File: src/logic/acmp_pkg.sv
/*
 * Constants, types and shared decode for the analog comparator control block.
 * Assumes one 100 MHz system clock and a plain register port with 8-bit data.
 */

package acmp_pkg;

   // Widths and sizes
   localparam int ADDR_W = 8;
   localparam int DATA_W = 8;
   localparam int CODE_W = 10;
   localparam int NCH = 8;
   localparam int SEL_W = 3;
   localparam int EVT_W = 2;

   typedef logic [ADDR_W-1:0] acmp_addr_t;
   typedef logic [DATA_W-1:0] acmp_data_t;
   typedef logic [CODE_W-1:0] acmp_code_t;
   typedef logic [SEL_W-1:0] acmp_sel_t;

   // Register offsets
   localparam acmp_addr_t OFS_CONV_B = 8'h00;
   localparam acmp_addr_t OFS_CMP_CS = 8'h01;
   localparam acmp_addr_t OFS_EVT_STAT = 8'h02;
   localparam acmp_addr_t OFS_EVT_MASK = 8'h03;

   // Reset values
   localparam acmp_data_t RST_CONV_B = 8'h00;
   localparam acmp_data_t RST_CMP_CS = 8'h00;
   localparam acmp_data_t RST_EVT_MASK = 8'h00;

   // Field positions, converter control b
   localparam int BIT_MUX_EN = 6;
   // Field positions, comparator control and status
   localparam int BIT_PWR_OFF = 7;
   localparam int BIT_POS_BG = 6;
   localparam int BIT_OUT = 5;
   localparam int BIT_FLAG = 4;
   localparam int BIT_IEN = 3;
   localparam int BIT_CAP = 2;
   localparam int BIT_MODE_HI = 1;
   localparam int BIT_MODE_LO = 0;
   // Field positions, event status and mask
   localparam int EVT_RISE = 0;
   localparam int EVT_FALL = 1;

   // Channels with no pin behind them read as the lowest level
   localparam logic [NCH-1:0] CH_UNAVAIL = 8'h0c;

   // Interrupt mode encodings
   typedef enum logic [1:0] {
      ACMP_MODE_TOGGLE = 2'h0,
      ACMP_MODE_RSVD = 2'h1,
      ACMP_MODE_FALL = 2'h2,
      ACMP_MODE_RISE = 2'h3
   } acmp_mode_t;

   // Event selected by the mode field
   function automatic logic acmp_mode_hit(input logic [1:0] mode, input logic rise, input logic fall);
      logic hit;
      hit = 1'b0;
      unique case (acmp_mode_t'(mode))
         ACMP_MODE_TOGGLE: hit = rise | fall;
         ACMP_MODE_RSVD: hit = 1'b0;
         ACMP_MODE_FALL: hit = fall;
         ACMP_MODE_RISE: hit = rise;
      endcase
      return hit;
   endfunction

endpackage

File: src/logic/acmp_edge_if.sv
/*
 * Carrier between the control top and the synchroniser / edge detector.
 * Assumes both ends share the system clock.
 */
`timescale 1ns/1ps
interface acmp_edge_if;
   // Raw comparator result, synchronised result and edge pulses
   logic raw;
   logic out_sync;
   logic rise;
   logic fall;

   modport det (
      input raw,
      output out_sync,
      output rise,
      output fall
   );

   modport ctl (
      output raw,
      input out_sync,
      input rise,
      input fall
   );
endinterface

File: src/logic/acmp_select.sv
/*
 * Input selection and comparison of the comparator, modelled on level codes.
 * Assumes levels are steady codes synchronous to the system clock.
 */
`timescale 1ns/1ps
module acmp_select #(
   parameter int CODE_W = acmp_pkg::CODE_W,
   parameter int NCH = acmp_pkg::NCH
) (
   // Selection controls
   input wire logic pos_bandgap_sel,
   input wire logic neg_mux_enable,
   input wire logic converter_enable,
   input wire acmp_pkg::acmp_sel_t channel_select_low,
   input wire logic power_off,
   // Analog levels
   input wire logic [CODE_W-1:0] pin_level,
   input wire logic [CODE_W-1:0] bandgap_level,
   input wire logic [NCH-1:0][CODE_W-1:0] channel_levels,
   // Result
   output logic raw_out
);
   import acmp_pkg::*;

   logic [CODE_W-1:0] pos;
   logic [CODE_W-1:0] neg;

   // Pick both inputs and compare
   always_comb begin
      pos = pos_bandgap_sel ? bandgap_level : pin_level;
      if (!neg_mux_enable || converter_enable) begin
         neg = bandgap_level;
      end else if (CH_UNAVAIL[channel_select_low]) begin
         neg = '0;
      end else begin
         neg = channel_levels[channel_select_low];
      end
      raw_out = !power_off && (pos > neg);
   end
endmodule // acmp_select

File: src/logic/acmp_edge.sv
/*
 * Two-stage synchroniser and edge detector for the comparator result.
 * Assumes the raw result may change at any time relative to the clock.
 */
`timescale 1ns/1ps
module acmp_edge (
   // Clock and reset
   input wire logic clk,
   input wire logic rst_n,
   // Comparator side
   acmp_edge_if.det e
);
   import acmp_pkg::*;

   typedef struct packed {
      logic s1;
      logic s2;
      logic prev;
   } acmp_edge_state_t;

   acmp_edge_state_t st_q;
   acmp_edge_state_t st_d;

   // Next state: two stages, then the previous value
   always_comb begin
      st_d = st_q;
      st_d.s1 = e.raw;
      st_d.s2 = st_q.s1;
      st_d.prev = st_q.s2;
   end

   // State register
   always_ff @(posedge clk or negedge rst_n) begin
      if (!rst_n) begin
         st_q <= '0;
      end else begin
         st_q <= st_d;
      end
   end

   // Outputs and single-cycle edge pulses
   assign e.out_sync = st_q.s2;
   assign e.rise = st_q.s2 && !st_q.prev;
   assign e.fall = !st_q.s2 && st_q.prev;
endmodule // acmp_edge

File: src/logic/acmp_ctrl.sv
/*
 * Control top of the analog comparator: registers, input selection,
 * synchronised result, interrupt flag and request, capture routing and
 * an event status / mask pair with one level interrupt.
 * Assumes a single-cycle register port whose strobes are never both high,
 * and converter and CPU signals synchronous to the system clock.
 */
`timescale 1ns/1ps
module acmp_ctrl #(
   parameter int CODE_W = acmp_pkg::CODE_W,
   parameter int NCH = acmp_pkg::NCH
) (
   // Clock and reset
   input wire logic clk,
   input wire logic rst_n,
   // Register port
   input wire acmp_pkg::acmp_addr_t reg_addr,
   input wire acmp_pkg::acmp_data_t reg_wdata,
   input wire logic reg_wr,
   input wire logic reg_rd,
   output acmp_pkg::acmp_data_t reg_rdata,
   // Converter and CPU context
   input wire logic converter_enable,
   input wire acmp_pkg::acmp_sel_t channel_select_low,
   input wire logic global_irq_enable,
   input wire logic cmp_vector_taken,
   // Analog levels
   input wire logic [CODE_W-1:0] cmp_positive_pin_level,
   input wire logic [CODE_W-1:0] bandgap_level,
   input wire logic [NCH-1:0][CODE_W-1:0] channel_levels,
   // Outputs
   output logic cmp_irq_req,
   output logic capture_trigger,
   output logic cmp_power_on,
   output logic evt_irq
);
   import acmp_pkg::*;

   typedef struct packed {
      logic mux_en;
      logic pwr_off;
      logic pos_bg;
      logic flag;
      logic ien;
      logic cap;
      logic [1:0] mode;
      logic [EVT_W-1:0] evt_stat;
      logic [EVT_W-1:0] evt_mask;
      acmp_data_t rdata;
      logic irq_req;
      logic cap_out;
      logic pwr_on;
      logic irq;
   } acmp_ctrl_state_t;

   // Reset: register fields from their reset values, event status, read data and outputs zero, comparator powered
   localparam acmp_ctrl_state_t ST_RST = '{
      mux_en: RST_CONV_B[BIT_MUX_EN],
      pwr_off: RST_CMP_CS[BIT_PWR_OFF],
      pos_bg: RST_CMP_CS[BIT_POS_BG],
      flag: RST_CMP_CS[BIT_FLAG],
      ien: RST_CMP_CS[BIT_IEN],
      cap: RST_CMP_CS[BIT_CAP],
      mode: RST_CMP_CS[BIT_MODE_HI:BIT_MODE_LO],
      evt_stat: '0,
      evt_mask: RST_EVT_MASK[EVT_W-1:0],
      rdata: '0,
      irq_req: 1'b0,
      cap_out: 1'b0,
      pwr_on: !RST_CMP_CS[BIT_PWR_OFF],
      irq: 1'b0
   };

   acmp_ctrl_state_t st_q;
   acmp_ctrl_state_t st_d;

   acmp_edge_if e ();

   logic hit;
   logic wr_conv;
   logic wr_cs;
   logic wr_mask;
   logic rd_stat;
   logic flag_clr;
   logic [EVT_W-1:0] evt_set;
   acmp_data_t cs_view;

   // Input selection and comparison
   acmp_select #(
      .CODE_W(CODE_W),
      .NCH(NCH)
   ) u_select (
      .pos_bandgap_sel(st_q.pos_bg),
      .neg_mux_enable(st_q.mux_en),
      .converter_enable(converter_enable),
      .channel_select_low(channel_select_low),
      .power_off(st_q.pwr_off),
      .pin_level(cmp_positive_pin_level),
      .bandgap_level(bandgap_level),
      .channel_levels(channel_levels),
      .raw_out(e.raw)
   );

   // Synchroniser and edge detection
   acmp_edge u_edge (
      .clk(clk),
      .rst_n(rst_n),
      .e(e.det)
   );

   // Address decode
   assign wr_conv = reg_wr && (reg_addr == OFS_CONV_B);
   assign wr_cs = reg_wr && (reg_addr == OFS_CMP_CS);
   assign wr_mask = reg_wr && (reg_addr == OFS_EVT_MASK);
   assign rd_stat = reg_rd && (reg_addr == OFS_EVT_STAT);

   // Events from the synchronised output
   assign hit = acmp_mode_hit(st_q.mode, e.rise, e.fall);
   assign flag_clr = cmp_vector_taken || (wr_cs && reg_wdata[BIT_FLAG]);
   assign evt_set = {e.fall, e.rise};

   // Live view of the comparator control and status register
   always_comb begin
      cs_view = '0;
      cs_view[BIT_PWR_OFF] = st_q.pwr_off;
      cs_view[BIT_POS_BG] = st_q.pos_bg;
      cs_view[BIT_OUT] = e.out_sync;
      cs_view[BIT_FLAG] = st_q.flag;
      cs_view[BIT_IEN] = st_q.ien;
      cs_view[BIT_CAP] = st_q.cap;
      cs_view[BIT_MODE_HI:BIT_MODE_LO] = st_q.mode;
   end

   // Next state
   always_comb begin
      st_d = st_q;
      // Control writes
      if (wr_conv) begin
         st_d.mux_en = reg_wdata[BIT_MUX_EN];
      end
      if (wr_cs) begin
         st_d.pwr_off = reg_wdata[BIT_PWR_OFF];
         st_d.pos_bg = reg_wdata[BIT_POS_BG];
         st_d.ien = reg_wdata[BIT_IEN];
         st_d.cap = reg_wdata[BIT_CAP];
         st_d.mode = reg_wdata[BIT_MODE_HI:BIT_MODE_LO];
      end
      if (wr_mask) begin
         st_d.evt_mask = reg_wdata[EVT_W-1:0];
      end
      // Flag: a new event wins over a clear in the same cycle
      st_d.flag = hit || (st_q.flag && !flag_clr);
      // Event status: read clears, a new event wins
      st_d.evt_stat = evt_set | (rd_stat ? '0 : st_q.evt_stat);
      // Read data stand for one cycle only
      st_d.rdata = '0;
      if (reg_rd) begin
         unique case (reg_addr)
            OFS_CONV_B: st_d.rdata[BIT_MUX_EN] = st_q.mux_en;
            OFS_CMP_CS: st_d.rdata = cs_view;
            OFS_EVT_STAT: st_d.rdata[EVT_W-1:0] = st_q.evt_stat;
            OFS_EVT_MASK: st_d.rdata[EVT_W-1:0] = st_q.evt_mask;
            default: st_d.rdata = '0;
         endcase
      end
      // Registered outputs
      st_d.irq_req = st_d.flag && st_d.ien && global_irq_enable;
      st_d.cap_out = st_d.cap && e.out_sync;
      st_d.pwr_on = !st_d.pwr_off;
      st_d.irq = |(st_d.evt_stat & st_d.evt_mask);
   end

   // State register
   always_ff @(posedge clk or negedge rst_n) begin
      if (!rst_n) begin
         st_q <= ST_RST;
      end else begin
         st_q <= st_d;
      end
   end

   // Outputs straight from flip-flops
   assign reg_rdata = st_q.rdata;
   assign cmp_irq_req = st_q.irq_req;
   assign capture_trigger = st_q.cap_out;
   assign cmp_power_on = st_q.pwr_on;
   assign evt_irq = st_q.irq;
endmodule // acmp_ctrl

File: config.mk
export PLATFORM = sky130hd
export DESIGN_NAME = acmp_ctrl
export DESIGN_NICKNAME = d
export VERILOG_FILES = /design/src/logic/acmp_pkg.sv /design/src/logic/acmp_edge_if.sv /design/src/logic/acmp_select.sv /design/src/logic/acmp_edge.sv /design/src/logic/acmp_ctrl.sv
export SDC_FILE = /design/constraint.sdc
export NUM_CORES = 1
export LEC_CHECK = 0
export ABC_CLOCK_PERIOD_IN_PS = 5100
export BUFFER_PORTS_ARGS = -buffer_cell sky130_fd_sc_hd__buf_4
export CAP_MARGIN = 20
export CORE_MARGIN = 5
export CORE_UTILIZATION = 47
export CTS_BUF_LIST = sky130_fd_sc_hd__clkbuf_2 sky130_fd_sc_hd__clkbuf_4 sky130_fd_sc_hd__clkbuf_8
export DETAILED_ROUTE_END_ITERATION = 10
export HOLD_SLACK_MARGIN = 0.02
export PLACE_DENSITY = 0.94
export SYNTH_ARGS = -nofsm -noshare
export SYNTH_HDL_FRONTEND = slang
export SYNTH_SLANG_ARGS = --single-unit
File: constraint.sdc
create_clock -name clk -period 5.1 [get_ports clk]
set_clock_uncertainty 0.05 [all_clocks]
set_input_delay 1.02 -clock clk [delete_from_list [all_inputs] [get_ports clk]]
set_output_delay 1.02 -clock clk [all_outputs]
set_load 0.01 [all_outputs]
==> qor.yml <==
place_area_um2: 2874
cp-start-kind: "input pin"
cts_max_path_buffers: 2
root_buffer: "clkbuf_8"
post-cts-setup-buffer-count: 0
reg2reg_to: "u_edge.st_d[1]$_DFF_PN0_"
power.internal_w: 0.0003798
grt_overflow_total: 0
reg2reg_slack_ns: 2.55
yosysTopAreaCell: "dfrtp_1"
drtIter0Drc: 56
grt_max_degree: 28
synth_cells: 182
hold_depth: 0
worstHoldPathType: "reg2reg"
synth_nets: 320
insertion_delay_ns: 0.27
viasPerCell: 5.439
end_kind: "flop"
max_slew_margin_pct: 54.81
start_util_pct: 47.55
hp-start: "u_edge.st_d[1]$_DFF_PN0_"
gp_congestion: 0.9105
clk_pin_slew_worst_paths_ns: 0.09
fp.dieW_um: 75.92
via_count: 1833
rows: 24
h-tree-depth: 1
m1WireLength_um: 2023
synthTopCellsByArea: "dfrtp_1 32%, mux2_2 14%, mux4_2 8.8%"
core_um2: 4294
antenna_found_initial: 0
synth_top_cell_area_share_pct: 31.86
netlist_area_um2: 2042
detail_route.wirelength_um: 5952
worst_pin_slew_ns: 0.6779
power_frac_comb_pct: 31.5
ys_top_cells_by_count: "26 x dfrtp_1, 26 x mux2_2, 12 x ha_1, 12 x nor2_1, 10 x a22oi_1"
p_sw_w: 0.0001307
p_seq_share_pct: 45.5
synth-edff-count: 0
rsz0062_at_grt: "false"
numCtsBuffers: 3
dr.pass1.iters: 4
required_ns: 5.20
fin_tns_setup_ns: 0
cts_hold_buf: 0
routedWlPerCell_um: 17.66
grt_usage_pct: 20.74
die_h_um: 75.92
cts_resized: 0
ys.flop_type: "dfrtp_1"
yosysSeqAreaShare_pct: 33.15
drive_gt1_share_pct: 57.19
cts_tree: "yes"
die-area_um2: 5763
drc_errors: 0
power_leakage_nw: 1.469
hold_end: "u_edge.e.out_sync$_DFF_PN0_"
critPathLaunch: "channel_select_low[0]"
wl_met2_um: 3239
pwr-share-clk_pct: 23.0
max_cap_violations: 0
fmax_mhz: 296.0
postLayoutCellArea_um2: 2920
slew_viol_final: 0
grt_pass1_vias: 2112
io_pins: 138
cp_max_fo: 21
n_fill_cell: 344
wl_met3_um: 533
worstReg2RegStart: "st_q[23]$_DFFE_PN0P_"
avgSynthCellArea_um2: 11.22
synth_cell_types: 38
clock-sinks: 27
final-hold-violation-count: 0
vdd_drop_max_mv: 0.1226
crit_type: "in2reg"
ys_async_sr_fraction_pct: 100.0
r2r_cells: 8
dr.max_layer_used: "met4"
powerDensity_nw_per_um2: 174.8
p_sw_share_pct: 25.60
ant_nets: 0
layout-area-overhead-vs-synth_pct: 43.01
hpwl_um: 5066
ys_ff_latch: 27
port_buffers: 116
final-setup-viol-count: 0
period_share_pct: 66.25
period_minus_slack_ns: 3.379
critPathArrivalTime_ns: 3.48
status: "finished clean"
grt_pass1_wl_um: 9777
yosys_warnings: 0
antenna_cells: 0
final_nets: 424
==> area by class of cell <==
cell class	instances	area, µm²	area share, %
Clock buffer	3	41.29	1.414
Clock inverter	1	5.005	0.1714
Inverter	6	22.52	0.7712
Multi-Input combinational cell	132	1239	42.42
Sequential cell	27	676.9	23.18
Tap cell	52	65.06	2.228
Timing Repair Buffer	116	870.8	29.82
==> how the worst max path moves through the flow <==
stage	to	slack (ns)	depth (start not counted)
after floorplan	u_edge.st_d[1]$_DFF_PN0_	1.86	11
after global placement	u_edge.st_d[1]$_DFF_PN0_	1.48	10
after detailed placement	u_edge.st_d[1]$_DFF_PN0_	1.42	10
after CTS	u_edge.st_d[1]$_DFF_PN0_	1.72	10
after global routing	u_edge.st_d[1]$_DFF_PN0_	1.56	10
final	u_edge.st_d[1]$_DFF_PN0_	1.72	10
==> critical path, cell delays in order <==
cell      delay [ns]
buf_4           0.28
mux4_2          0.55
a22oi_1         0.22
nor2_1          0.09
a21oi_1         0.17
ha_1            0.25
and3_1          0.18
a221o_1         0.30
a221oi_1        0.32
a311oi_1        0.09
==> power by group through the flow <==
stage	Combinational, W	Sequential, W	Clock [W]
after floorplan	0.0000773	0.000234	0
after global placement	0.000155	0.000235	0
after detailed placement	0.000161	0.000236	0
after CTS	0.000162	0.000232	0.000121
after global routing	0.000177	0.000233	0.000130
final	0.000161	0.000232	0.000118
==> metrics by stage <==
step / cells / utilization [%] / total power [W] / worst slack, ns / hold slack, ns
2_1_floorplan: 182 / - / 0.0003110 / 1.861 / 0.2812
3_3_place_gp: 333 / 66.93 / 0.0003907 / 1.483 / 0.2835
3_5_place_dp: 333 / 66.93 / 0.0003971 / 1.424 / 0.3068
4_1_cts: 337 / 68.01 / 0.0005147 / 1.715 / 0.3272
5_1_grt: 337 / 68.01 / 0.0005413 / 1.560 / 0.3334
6_report: 337 / 68.01 / 0.0005104 / 1.721 / 0.3224
==> state kept, by name, summed over array words and instances, names as in the netlist <==
name,count
cmp_irq_req,1
capture_trigger,1
reg_rdata,8
u_edge.st_d,1
u_edge.e.out_sync,1
cs_view,7
u_edge.st_q,1
cmp_power_on,1
st_q,5
evt_irq,1
==> placed cells by master (no fill, tap or decap), types with 2 or more instances in the layout <==
cell type  count
nand2_1        3
nor3b_2        2
o21ai_0        2
nand2b_1       2
o22ai_1        2
and3_1         3
and2_1         7
mux2i_1        7
nor3_1         2
inv_1          6
ha_1          12
mux4_2         8
nor2_1        12
dfrtp_1       26
mux2_4         2
mux2_2        26
a22oi_1       10
nand3_1        2
clkbuf_8       3
a21o_1         4
a21oi_1        9
buf_4        116
a221oi_1       5
nor2b_1        2
==> per-layer routing <==
metal,GRT usage [%],vias to the layer above
met4,8.007,0
met2,40.07,88
met3,6.280,12
li1,-,886
met5,0,-
met1,20.03,847
==> kinds of logic (layout without fill, tap and decap cells) <==
logic type / Yosys count / count (layout) / share of synthesized area, %
adder cells (fa/ha/maj): 12 / 12 / 7.353
flip-flops: 27 / 27 / 33.15
buffers and inverters: 23 / 126 / 6.189
multiplexers: 43 / 43 / 28.06
AO/OA/AOI/OAI: 37 / 37 / 12.87
AND/OR/NAND/NOR: 40 / 40 / 12.38
Power figures use the tool's default switching activity.
